File: config.mk
export PLATFORM = sky130hd
export DESIGN_NAME = univ_shreg
export DESIGN_NICKNAME = d
export VERILOG_FILES = /design/src/include/shreg_pkg.sv /design/src/include/shreg_if.sv /design/src/hw/pin_sync.sv /design/src/hw/univ_shreg.sv
export SDC_FILE = /design/constraint.sdc
export NUM_CORES = 1
export LEC_CHECK = 0
export BUFFER_PORTS_ARGS = -buffer_cell sky130_fd_sc_hd__buf_2
export CORE_UTILIZATION = 50
export CTS_BUF_LIST = sky130_fd_sc_hd__clkbuf_4 sky130_fd_sc_hd__clkbuf_8
export CTS_CLUSTER_SIZE = 40
export DETAILED_ROUTE_END_ITERATION = 12
export PLACE_DENSITY = 0.81
export SLEW_MARGIN = 10
export SYNTH_ARGS = -nofsm -noshare
export SYNTH_HDL_FRONTEND = slang
export SYNTH_SLANG_ARGS = --single-unit
File: constraint.sdc
create_clock -name ref_clk_in -period 1.3 [get_ports ref_clk_in]
set_input_delay 0 -clock ref_clk_in [delete_from_list [all_inputs] [get_ports ref_clk_in]]
set_output_delay 0 -clock ref_clk_in [all_outputs]
set_load 0.005 [all_outputs]
File: src/include/shreg_pkg.sv
// Package of constants and types for the universal shift register
package shreg_pkg;
  // ---------------------------------------------------------------
  // Widths and reset values
  // ---------------------------------------------------------------
  localparam int STAGES = 4;
  localparam logic [3:0] STAGE_RST = 4'h0;
  localparam logic [2:0] SYNC_RST = 3'h0;
  // ---------------------------------------------------------------
  // Mode encodings, mode_sel_hi in bit 1
  // ---------------------------------------------------------------
  typedef enum logic [1:0] {
    MODE_HOLD = 2'h0,
    MODE_SHR = 2'h1,
    MODE_LOAD = 2'h3,
    MODE_SHL = 2'h2
  } mode_t;
endpackage

File: src/include/shreg_if.sv
// Interface carrying synchronised controls to the stage array
`timescale 1ns/1ps
`default_nettype none
interface shreg_if;
  logic clear_b;
  logic edge_rise;
  logic [1:0] mode;
  logic ser_right;
  logic ser_left;
  logic [3:0] par;
  modport src (output clear_b, edge_rise, mode, ser_right, ser_left, par);
  modport dst (input clear_b, edge_rise, mode, ser_right, ser_left, par);
endinterface
`default_nettype wire

File: src/hw/pin_sync.sv
// Three-stage pin synchroniser with agreement filter
`timescale 1ns/1ps
`default_nettype none
module pin_sync #(
  parameter int W = 1
) (
  // Clock and reset
  input wire logic ref_clk_in,
  input wire logic rst_b_in,
  // Pins
  input wire logic [W-1:0] pin_in,
  output logic [W-1:0] level_out
);
  logic [W-1:0] s1_r;
  logic [W-1:0] s2_r;
  logic [W-1:0] s3_r;
  logic [W-1:0] level_nxt;
  // Per bit: only take a change once stages two and three agree
  genvar i;
  generate
    for (i = 0; i < W; i++) begin : g_bit
      assign level_nxt[i] = (s2_r[i] == s3_r[i]) ? s3_r[i] : level_out[i];
    end
  endgenerate
  always_ff @(posedge ref_clk_in) begin
    if (!rst_b_in) begin
      s1_r <= '0;
      s2_r <= '0;
      s3_r <= '0;
      level_out <= '0;
    end else begin
      s1_r <= pin_in;
      s2_r <= s1_r;
      s3_r <= s2_r;
      level_out <= level_nxt;
    end
  end
endmodule // pin_sync
`default_nettype wire

File: src/hw/univ_shreg.sv
// Four-stage bidirectional universal shift register
`timescale 1ns/1ps
`default_nettype none
module univ_shreg (
  // Clock and reset
  input wire logic ref_clk_in,
  input wire logic rst_b_in,
  // Device pins
  input wire logic clear_b_in,
  input wire logic dev_clk_in,
  input wire logic mode_sel_hi_in,
  input wire logic mode_sel_lo_in,
  input wire logic ser_right_in,
  input wire logic ser_left_in,
  input wire logic [shreg_pkg::STAGES-1:0] par_in,
  // Stage outputs
  output logic output1_out,
  output logic output2_out,
  output logic output3_out,
  output logic output4_out
);
  import shreg_pkg::*;
  // ---------------------------------------------------------------
  // Pin synchronisation
  // ---------------------------------------------------------------
  // Pins are async to ref_clk_in, so all pass the filter together
  logic [9:0] pins_raw;
  logic [9:0] pins_lvl;
  logic dclk_prev_r;
  shreg_if bus ();
  assign pins_raw = {clear_b_in, dev_clk_in, mode_sel_hi_in, mode_sel_lo_in,
                     ser_right_in, ser_left_in, par_in};
  pin_sync #(.W(10)) u_sync (
    .ref_clk_in(ref_clk_in),
    .rst_b_in(rst_b_in),
    .pin_in(pins_raw),
    .level_out(pins_lvl)
  );
  assign bus.clear_b = pins_lvl[9];
  assign bus.edge_rise = pins_lvl[8] & ~dclk_prev_r;
  assign bus.mode = pins_lvl[7:6];
  assign bus.ser_right = pins_lvl[5];
  assign bus.ser_left = pins_lvl[4];
  assign bus.par = pins_lvl[3:0];
  // ---------------------------------------------------------------
  // Device clock edge
  // ---------------------------------------------------------------
  // Filter leaves reset low, so a pin already high would fake a rise;
  // while clear is low the previous level reads high instead.
  // Limitation: the clock pin must rise at least one clock after clear release.
  logic dclk_prev_nxt;
  assign dclk_prev_nxt = bus.clear_b ? pins_lvl[8] : 1'h1;
  always_ff @(posedge ref_clk_in) begin
    if (!rst_b_in) begin
      dclk_prev_r <= 1'h1;
    end else begin
      dclk_prev_r <= dclk_prev_nxt;
    end
  end
  // ---------------------------------------------------------------
  // Stage array, stage 0 is output1
  // ---------------------------------------------------------------
  logic [STAGES-1:0] stage_r;
  logic [STAGES-1:0] stage_nxt;
  logic [STAGES-1:0] shr_val;
  logic [STAGES-1:0] shl_val;
  logic [STAGES-1:0] mode_val;
  mode_t mode_cur;
  assign mode_cur = mode_t'(bus.mode);
  assign shr_val = {stage_r[STAGES-2:0], bus.ser_right};
  assign shl_val = {bus.ser_left, stage_r[STAGES-1:1]};
  // ---------------------------------------------------------------
  // Edge decode, one strobe per mode except hold
  // ---------------------------------------------------------------
  // Hold needs no edge; it is the level of both selects, gated by clear high
  logic upd_edge;
  logic load_edge;
  logic shr_edge;
  logic shl_edge;
  logic hold_sel;
  logic cause_any;
  assign upd_edge = bus.clear_b & bus.edge_rise;
  assign load_edge = upd_edge & (mode_cur == MODE_LOAD);
  assign shr_edge = upd_edge & (mode_cur == MODE_SHR);
  assign shl_edge = upd_edge & (mode_cur == MODE_SHL);
  assign hold_sel = bus.clear_b & (mode_cur == MODE_HOLD);
  assign cause_any = upd_edge | ~bus.clear_b;
  always_comb begin
    case (mode_cur)
      MODE_LOAD: mode_val = bus.par;
      MODE_SHR: mode_val = shr_val;
      MODE_SHL: mode_val = shl_val;
      MODE_HOLD: mode_val = stage_r;
      default: mode_val = stage_r;
    endcase
  end
  // Clear first, then only a rising edge may update; else hold
  assign stage_nxt = !bus.clear_b ? STAGE_RST :
                     bus.edge_rise ? mode_val : stage_r;
  always_ff @(posedge ref_clk_in) begin
    if (!rst_b_in) begin
      stage_r <= STAGE_RST;
    end else begin
      stage_r <= stage_nxt;
    end
  end
  // Outputs are direct flops, no enable
  always_ff @(posedge ref_clk_in) begin
    if (!rst_b_in) begin
      {output4_out, output3_out, output2_out, output1_out} <= STAGE_RST;
    end else begin
      {output4_out, output3_out, output2_out, output1_out} <= stage_nxt;
    end
  end
  // ---------------------------------------------------------------
  // Assertions
  // ---------------------------------------------------------------
  logic [STAGES-1:0] outs;
  assign outs = {output4_out, output3_out, output2_out, output1_out};
  // ---------------------------------------------------------------
  // Assertion helpers
  // ---------------------------------------------------------------
  // Keeps the bit taken on the last update, so that two shift-right
  // edges in a row can be followed through two stages
  logic stage_upd;
  logic last_sr_r;
  logic last_sr_nxt;
  logic shr_prev_r;
  logic shr_prev_nxt;
  assign stage_upd = !bus.clear_b || bus.edge_rise;
  assign last_sr_nxt = stage_upd ? bus.ser_right : last_sr_r;
  assign shr_prev_nxt = stage_upd ? shr_edge : shr_prev_r;
  always_ff @(posedge ref_clk_in) begin
    if (!rst_b_in) begin
      last_sr_r <= 1'h0;
      shr_prev_r <= 1'h0;
    end else begin
      last_sr_r <= last_sr_nxt;
      shr_prev_r <= shr_prev_nxt;
    end
  end
  property p_clear_low;
    @(posedge ref_clk_in) disable iff (!rst_b_in)
      !bus.clear_b |=> (outs == 4'h0);
  endproperty
  a_clear_low: assert property (p_clear_low) else $error("clear did not zero");
  property p_no_edge_hold;
    @(posedge ref_clk_in) disable iff (!rst_b_in)
      (bus.clear_b && !bus.edge_rise) |=> $stable(outs);
  endproperty
  a_no_edge_hold: assert property (p_no_edge_hold) else $error("changed without edge");
  property p_only_edge;
    @(posedge ref_clk_in) disable iff (!rst_b_in)
      (bus.clear_b && dclk_prev_r) |=> (outs == $past(outs));
  endproperty
  a_only_edge: assert property (p_only_edge) else $error("update off rising edge");
  property p_load;
    @(posedge ref_clk_in) disable iff (!rst_b_in)
      (bus.clear_b && bus.edge_rise && bus.mode == 2'h3) |=> (outs == $past(bus.par));
  endproperty
  a_load: assert property (p_load) else $error("parallel load wrong");
  property p_shr;
    @(posedge ref_clk_in) disable iff (!rst_b_in)
      (bus.clear_b && bus.edge_rise && bus.mode == 2'h1) |=>
      (outs == {$past(outs[2:0]), $past(bus.ser_right)});
  endproperty
  a_shr: assert property (p_shr) else $error("shift right wrong");
  property p_shl;
    @(posedge ref_clk_in) disable iff (!rst_b_in)
      (bus.clear_b && bus.edge_rise && bus.mode == 2'h2) |=>
      (outs == {$past(bus.ser_left), $past(outs[3:1])});
  endproperty
  a_shl: assert property (p_shl) else $error("shift left wrong");
  property p_mode_hold;
    @(posedge ref_clk_in) disable iff (!rst_b_in)
      (bus.clear_b && bus.mode == 2'h0) |=> $stable(outs);
  endproperty
  a_mode_hold: assert property (p_mode_hold) else $error("hold mode changed");
  property p_mirror;
    @(posedge ref_clk_in) disable iff (!rst_b_in)
      ##1 (outs == stage_r);
  endproperty
  a_mirror: assert property (p_mirror) else $error("outputs differ from stages");
  property p_width;
    @(posedge ref_clk_in) disable iff (!rst_b_in)
      (shr_edge && shr_prev_r) |=> (outs[1] == $past(last_sr_r));
  endproperty
  a_width: assert property (p_width) else $error("serial bit not carried");
  // Reset and clear must win in the very next cycle, not eventually
  property p_rst_zero;
    @(posedge ref_clk_in)
      !rst_b_in |=> (outs == 4'h0);
  endproperty
  a_rst_zero: assert property (p_rst_zero) else $error("reset did not zero outputs");
  property p_clear_blocks_edge;
    @(posedge ref_clk_in) disable iff (!rst_b_in)
      !bus.clear_b |=> !bus.edge_rise;
  endproperty
  a_clear_blocks_edge: assert property (p_clear_blocks_edge) else $error("edge during clear");
  property p_one_update;
    @(posedge ref_clk_in) disable iff (!rst_b_in)
      bus.edge_rise |=> !bus.edge_rise;
  endproperty
  a_one_update: assert property (p_one_update) else $error("edge strobe too long");
  property p_change_cause;
    @(posedge ref_clk_in) disable iff (!rst_b_in)
      !$stable(outs) |-> $past(cause_any);
  endproperty
  a_change_cause: assert property (p_change_cause) else $error("outputs changed unprompted");
  property p_hold_edge;
    @(posedge ref_clk_in) disable iff (!rst_b_in)
      (hold_sel && bus.edge_rise) |=> $stable(outs);
  endproperty
  a_hold_edge: assert property (p_hold_edge) else $error("hold mode took an edge");
endmodule // univ_shreg
`default_nettype wire

# After elaboration in Yosys (flattened, before gate mapping)
# Index checks and enable logic that the tools add are counted.
# op_classes
n_reduce_logical	2
muxes	3
n_eq_ne	13
bitwise_logic	2
# op_table
op	n
case mux 4 bit (4 select lines)	1
== test 1 bit	10
two-way mux 4 bit	2
== test 2 bit (second input constant)	2
== test 2 x 1 -> 1 bit (second input constant)	1
zero test 2 bit	1
AND reduction 2 bit	1
AND 1 bit	1
inverter 1 bit	1
# word_totals
elab_cells	39
inputBits	12
regBits	49

# Depth between registers and ports, before layout
# logic_depth
word_depth	4
mapped_depth	4

# Cells and area by module
# A second synthesis with hierarchy kept.
# unflattened
cells_unflattened	133
hier_area_um2	1497.7
# modules_own_cells
mod	area_each_um2	cells_each	instances
pin_sync	1211.2	104	1
univ_shreg	286.5	29	1

# Least setup slack after synthesis
# No wires, ideal clock.
# synth_path
path_type	register to register
start	register u_sync.level_out[6]
end	register stage_r[3]
synth_period_minus_slack_ns	1.154
t_arrival_ns	1.034
slack_ns	0.146
stages_incl_launch_ff	5
path_buffers	1
setup_time_ns	0.120
path_cell_list	dfxtp_1 buf_6 mux4_2 nor2_1 nor3_1
# synth_via
elab_chain_len	4
# synth_lines
element	line	rtl
start: declaration	pin_sync.sv:12	output logic [W-1:0] level_out
start signal: assignment	pin_sync.sv:35	level_out <= level_nxt;
== test 2 bit, or another cell as far along	univ_shreg.sv:89	case (mode_cur)
case mux 4 bit (4 select lines) (*)	univ_shreg.sv:89	
two-way mux 4 bit (*)	univ_shreg.sv:99	bus.edge_rise ? mode_val : stage_r;
two-way mux 4 bit (*)	univ_shreg.sv:98	assign stage_nxt = !bus.clear_b ? STAGE_RST :
end signal: assignment	univ_shreg.sv:104	stage_r <= stage_nxt;
end: declaration	univ_shreg.sv:63	logic [STAGES-1:0] stage_r;
# Every way passes the cells marked *; elsewhere a longest branch is shown, timed or not.
# A chain may end at the register's enable or synchronous reset.

# Worst setup path after layout
# Ends and elaborated chain as after synthesis.

==> metrics.txt <==
crit path DAT=around 1.4 ns; Final Instance Count excl. Fillers=about 200; residual antenna-violating net count after detailed routing=0; kind of start point of the critical path=flop; commonest cells after routing, fill and taps aside=sky130_fd_sc_hd__dfxtp_1 (44), sky130_fd_sc_hd__and2_1 (30), sky130_fd_sc_hd__nand2_1 (16); sequential element share of the synthesized area=between 60 and 70%; required time at the endpoint of the critical path=between 1.5 and 2 ns; number of buffers created by CTS=5; number of port buffers=15; synth warn=0; global-route wire length before repair=between 3000 and 4000 um; endpoint kind of the worst setup timing path=flop; row count=19; critical setup path kind=flop to flop; Synth area leaders=sky130_fd_sc_hd__dfxtp_1 (61%), sky130_fd_sc_hd__and2_1 (13%), sky130_fd_sc_hd__a21boi_0 (5.1%); First-pass DRT Iterations=4; number of remaining DRC errors=0; deepest level of the CTS H-tree=2; Ports=16; Via Count=a little under 1,000; pin count of the biggest net entering global routing=25; ratio of cells with drive above 1 in the final layout=roughly a fifth; sw power=435.2 uW; number of setup violations in the final report=0; area growth from synthesis to layout=18.36%; Clock Tree Root=sky130_fd_sc_hd__clkbuf_4; core area=between 0.002 and 0.003 mm^2; cell taking the most area after synthesis=sky130_fd_sc_hd__dfxtp_1; count of clock tree sinks=45; min-delay worst type=primary input to flop; Cells after Synth=approximately 130; most common cell after layout, fill and taps aside=sky130_fd_sc_hd__dfxtp_1; y dimension of the die=between 50 and 60 um; largest driver fanout on the critical path=6; count of distinct cell types in the synthesized netlist=19; proportion of netlist area held by the largest area contributor=between 60% and 70%; Switching Fraction=between 15 and 20%; share of power burned in combinational logic=about 4%; worst clock skew on the final layout=between 0.004 and 0.005 ns; setup repair bufs after CTS=0; antenna diode count=0; post-layout minimum cycle time=between 1 and 1.5 ns; Leakage Power=roughly 0.67 nW; flip-flop and latch count after synthesis=45; mean area per synthesized cell=about 11 um^2; outcome=finished clean; Total Power=2.186 mW; period utilisation layout=approximately 92%; worst slew margin relative to its limit=between 80% and 90%; post-route core utilization=a little over three fifths; violation count after the first detailed-route iteration=22; Routed wire per std cell=12.03 um; pins over their slew limit=0; Die X=56.13 um; latest clock arrival within the worst-skew pair=~0.34 ns; Die Footprint=0.003151 mm^2; clock network fraction of total power=30.7%; mean number of vias per cell=slightly below 5; f_max=about 840 MHz; fraction of power consumed by sequential logic=65.5%; internal power summed over all cells=~1.8 mW; overall track demand over capacity in global routing=16.80%; Routed WL=~2300 um; number of antenna violations at the first check in global routing=0; total count of hold-check failures in the final report=0; power per unit of standard cell area=~1300 mW/mm^2; number of maximum-capacitance violations=0; actual slew at the worst max-slew pin=between 0.2 and 0.3 ns; post-synthesis instance area=approximately 0.0015 mm^2; instance count after placement with tap cells included=between 150 and 200; minimum setup slack after placement=about 0.043 ns; clock transition at the registers of the reported paths=roughly 0.11 ns; Mapped Nets=between 100 and 150; CTS tree=done; routability congestion estimate from global placement=between 0.7 and 0.8; global route overflow=0; Final Net Count=around 180; setup TNS after final layout=0 ns; Initial Utilization=between 50% and 60%; Worst VDD drop=between 0.9 and 1 mV; unrepaired setup endpoints after global routing=false; number of buffers on the longest clock path=2; half-perimeter wire length after placement=about 1500 um; slack of the critical path=0.1069 ns; via count of the first global-routing pass=between 900 and 1,000
[timing repair]
action | 4_1_cts | 5_1_grt
gates resized for setup | 0 | 1
endpoints found under the hold margin | 12 | 0
hold buffers | 11 | 0
endpoints found under the setup margin | 0 | 3
[power by group through the flow]
| stage | Sequential [mW] | Clock (mW) | Combinational, mW |
|---|---|---|---|
| 2_1_floorplan | 1.46 | 0 | 0.0385 |
| 3_3_place_gp | 1.46 | 0 | 0.0573 |
| 3_5_place_dp | 1.46 | 0 | 0.0602 |
| 4_1_cts | 1.43 | 0.689 | 0.0853 |
| 5_1_grt | 1.44 | 0.753 | 0.0940 |
| 6_report | 1.43 | 0.670 | 0.0847 |
[Yosys cell counts]
library cell               instances
sky130_fd_sc_hd__a21boi_0         10
sky130_fd_sc_hd__a21o_1            1
sky130_fd_sc_hd__a21oi_1           2
sky130_fd_sc_hd__a31oi_1           1
sky130_fd_sc_hd__and2_1           30
sky130_fd_sc_hd__buf_6             2
sky130_fd_sc_hd__clkbuf_1          4
sky130_fd_sc_hd__dfxtp_1          45
sky130_fd_sc_hd__mux2_2            1
sky130_fd_sc_hd__mux4_2            3
sky130_fd_sc_hd__nand2_1          16
sky130_fd_sc_hd__nand2b_1          2
sky130_fd_sc_hd__nand3_1           1
sky130_fd_sc_hd__nand4b_1          1
sky130_fd_sc_hd__nor2_1            2
sky130_fd_sc_hd__nor2b_1           1
sky130_fd_sc_hd__nor3_1            1
sky130_fd_sc_hd__o21ai_0          10
sky130_fd_sc_hd__or2_2             1
[final cells by class]
cell class / count / area [um^2]
fillers: 228 / 1023
flip-flops and latches: 45 / 902.1
multi-input cells: 83 / 526.8
repair buffers: 29 / 207.7
clock buffers: 7 / 58.81
well taps: 31 / 38.79
[worst paths after layout]
check	from	cells after the start	slack [ns]	end
worst min register to register	u_sync.s1_r[5]	1	0.45	u_sync.s2_r[5]
worst max-delay path	u_sync.level_out[6]	3	0.11	stage_r[3]
worst max register to register	u_sync.level_out[6]	3	0.11	stage_r[3]
worst min-delay path	par_in[1]	3	0.39	u_sync.s1_r[1]
[flip-flops by register name, indices dropped and copies added, names as in the netlist]
register          cells
u_sync.level_out     10
u_sync.s1_r          10
u_sync.s2_r          10
u_sync.s3_r          10
stage_r               4
dclk_prev_r           1
[per-stage QoR]
step / cell area [um^2] / hold WS (ns)
floorplan: 1465 / 0.1273
global placement: 1564 / 0.2052
detailed placement: 1564 / 0.2117
CTS: 1733 / 0.3728
global route: 1734 / 0.3613
finish: 1734 / 0.3904
[routing by layer]
layer	global-route usage (%)	wire length, um	vias up
li1	-	-	494
met2	28.74	1174	17
met5	0	0	-
met4	7.317	45	0
met3	8.372	95	5
met1	17.19	1029	449
[worst max-delay path: stages (launching register included)]
cell and delay, ns:
sky130_fd_sc_hd__dfxtp_2 0.42, sky130_fd_sc_hd__mux4_2 0.51, sky130_fd_sc_hd__nor2_1 0.11, sky130_fd_sc_hd__nor3_1 0.06
[kinds of logic after synthesis]
kind of cell	Yosys count	synth area share [%]
simple gates	55	20.41
flops	45	61.49
mux	4	5.380
buf+inv	6	2.562
compound gates	24	10.16
(Power assumes the default switching activity.)
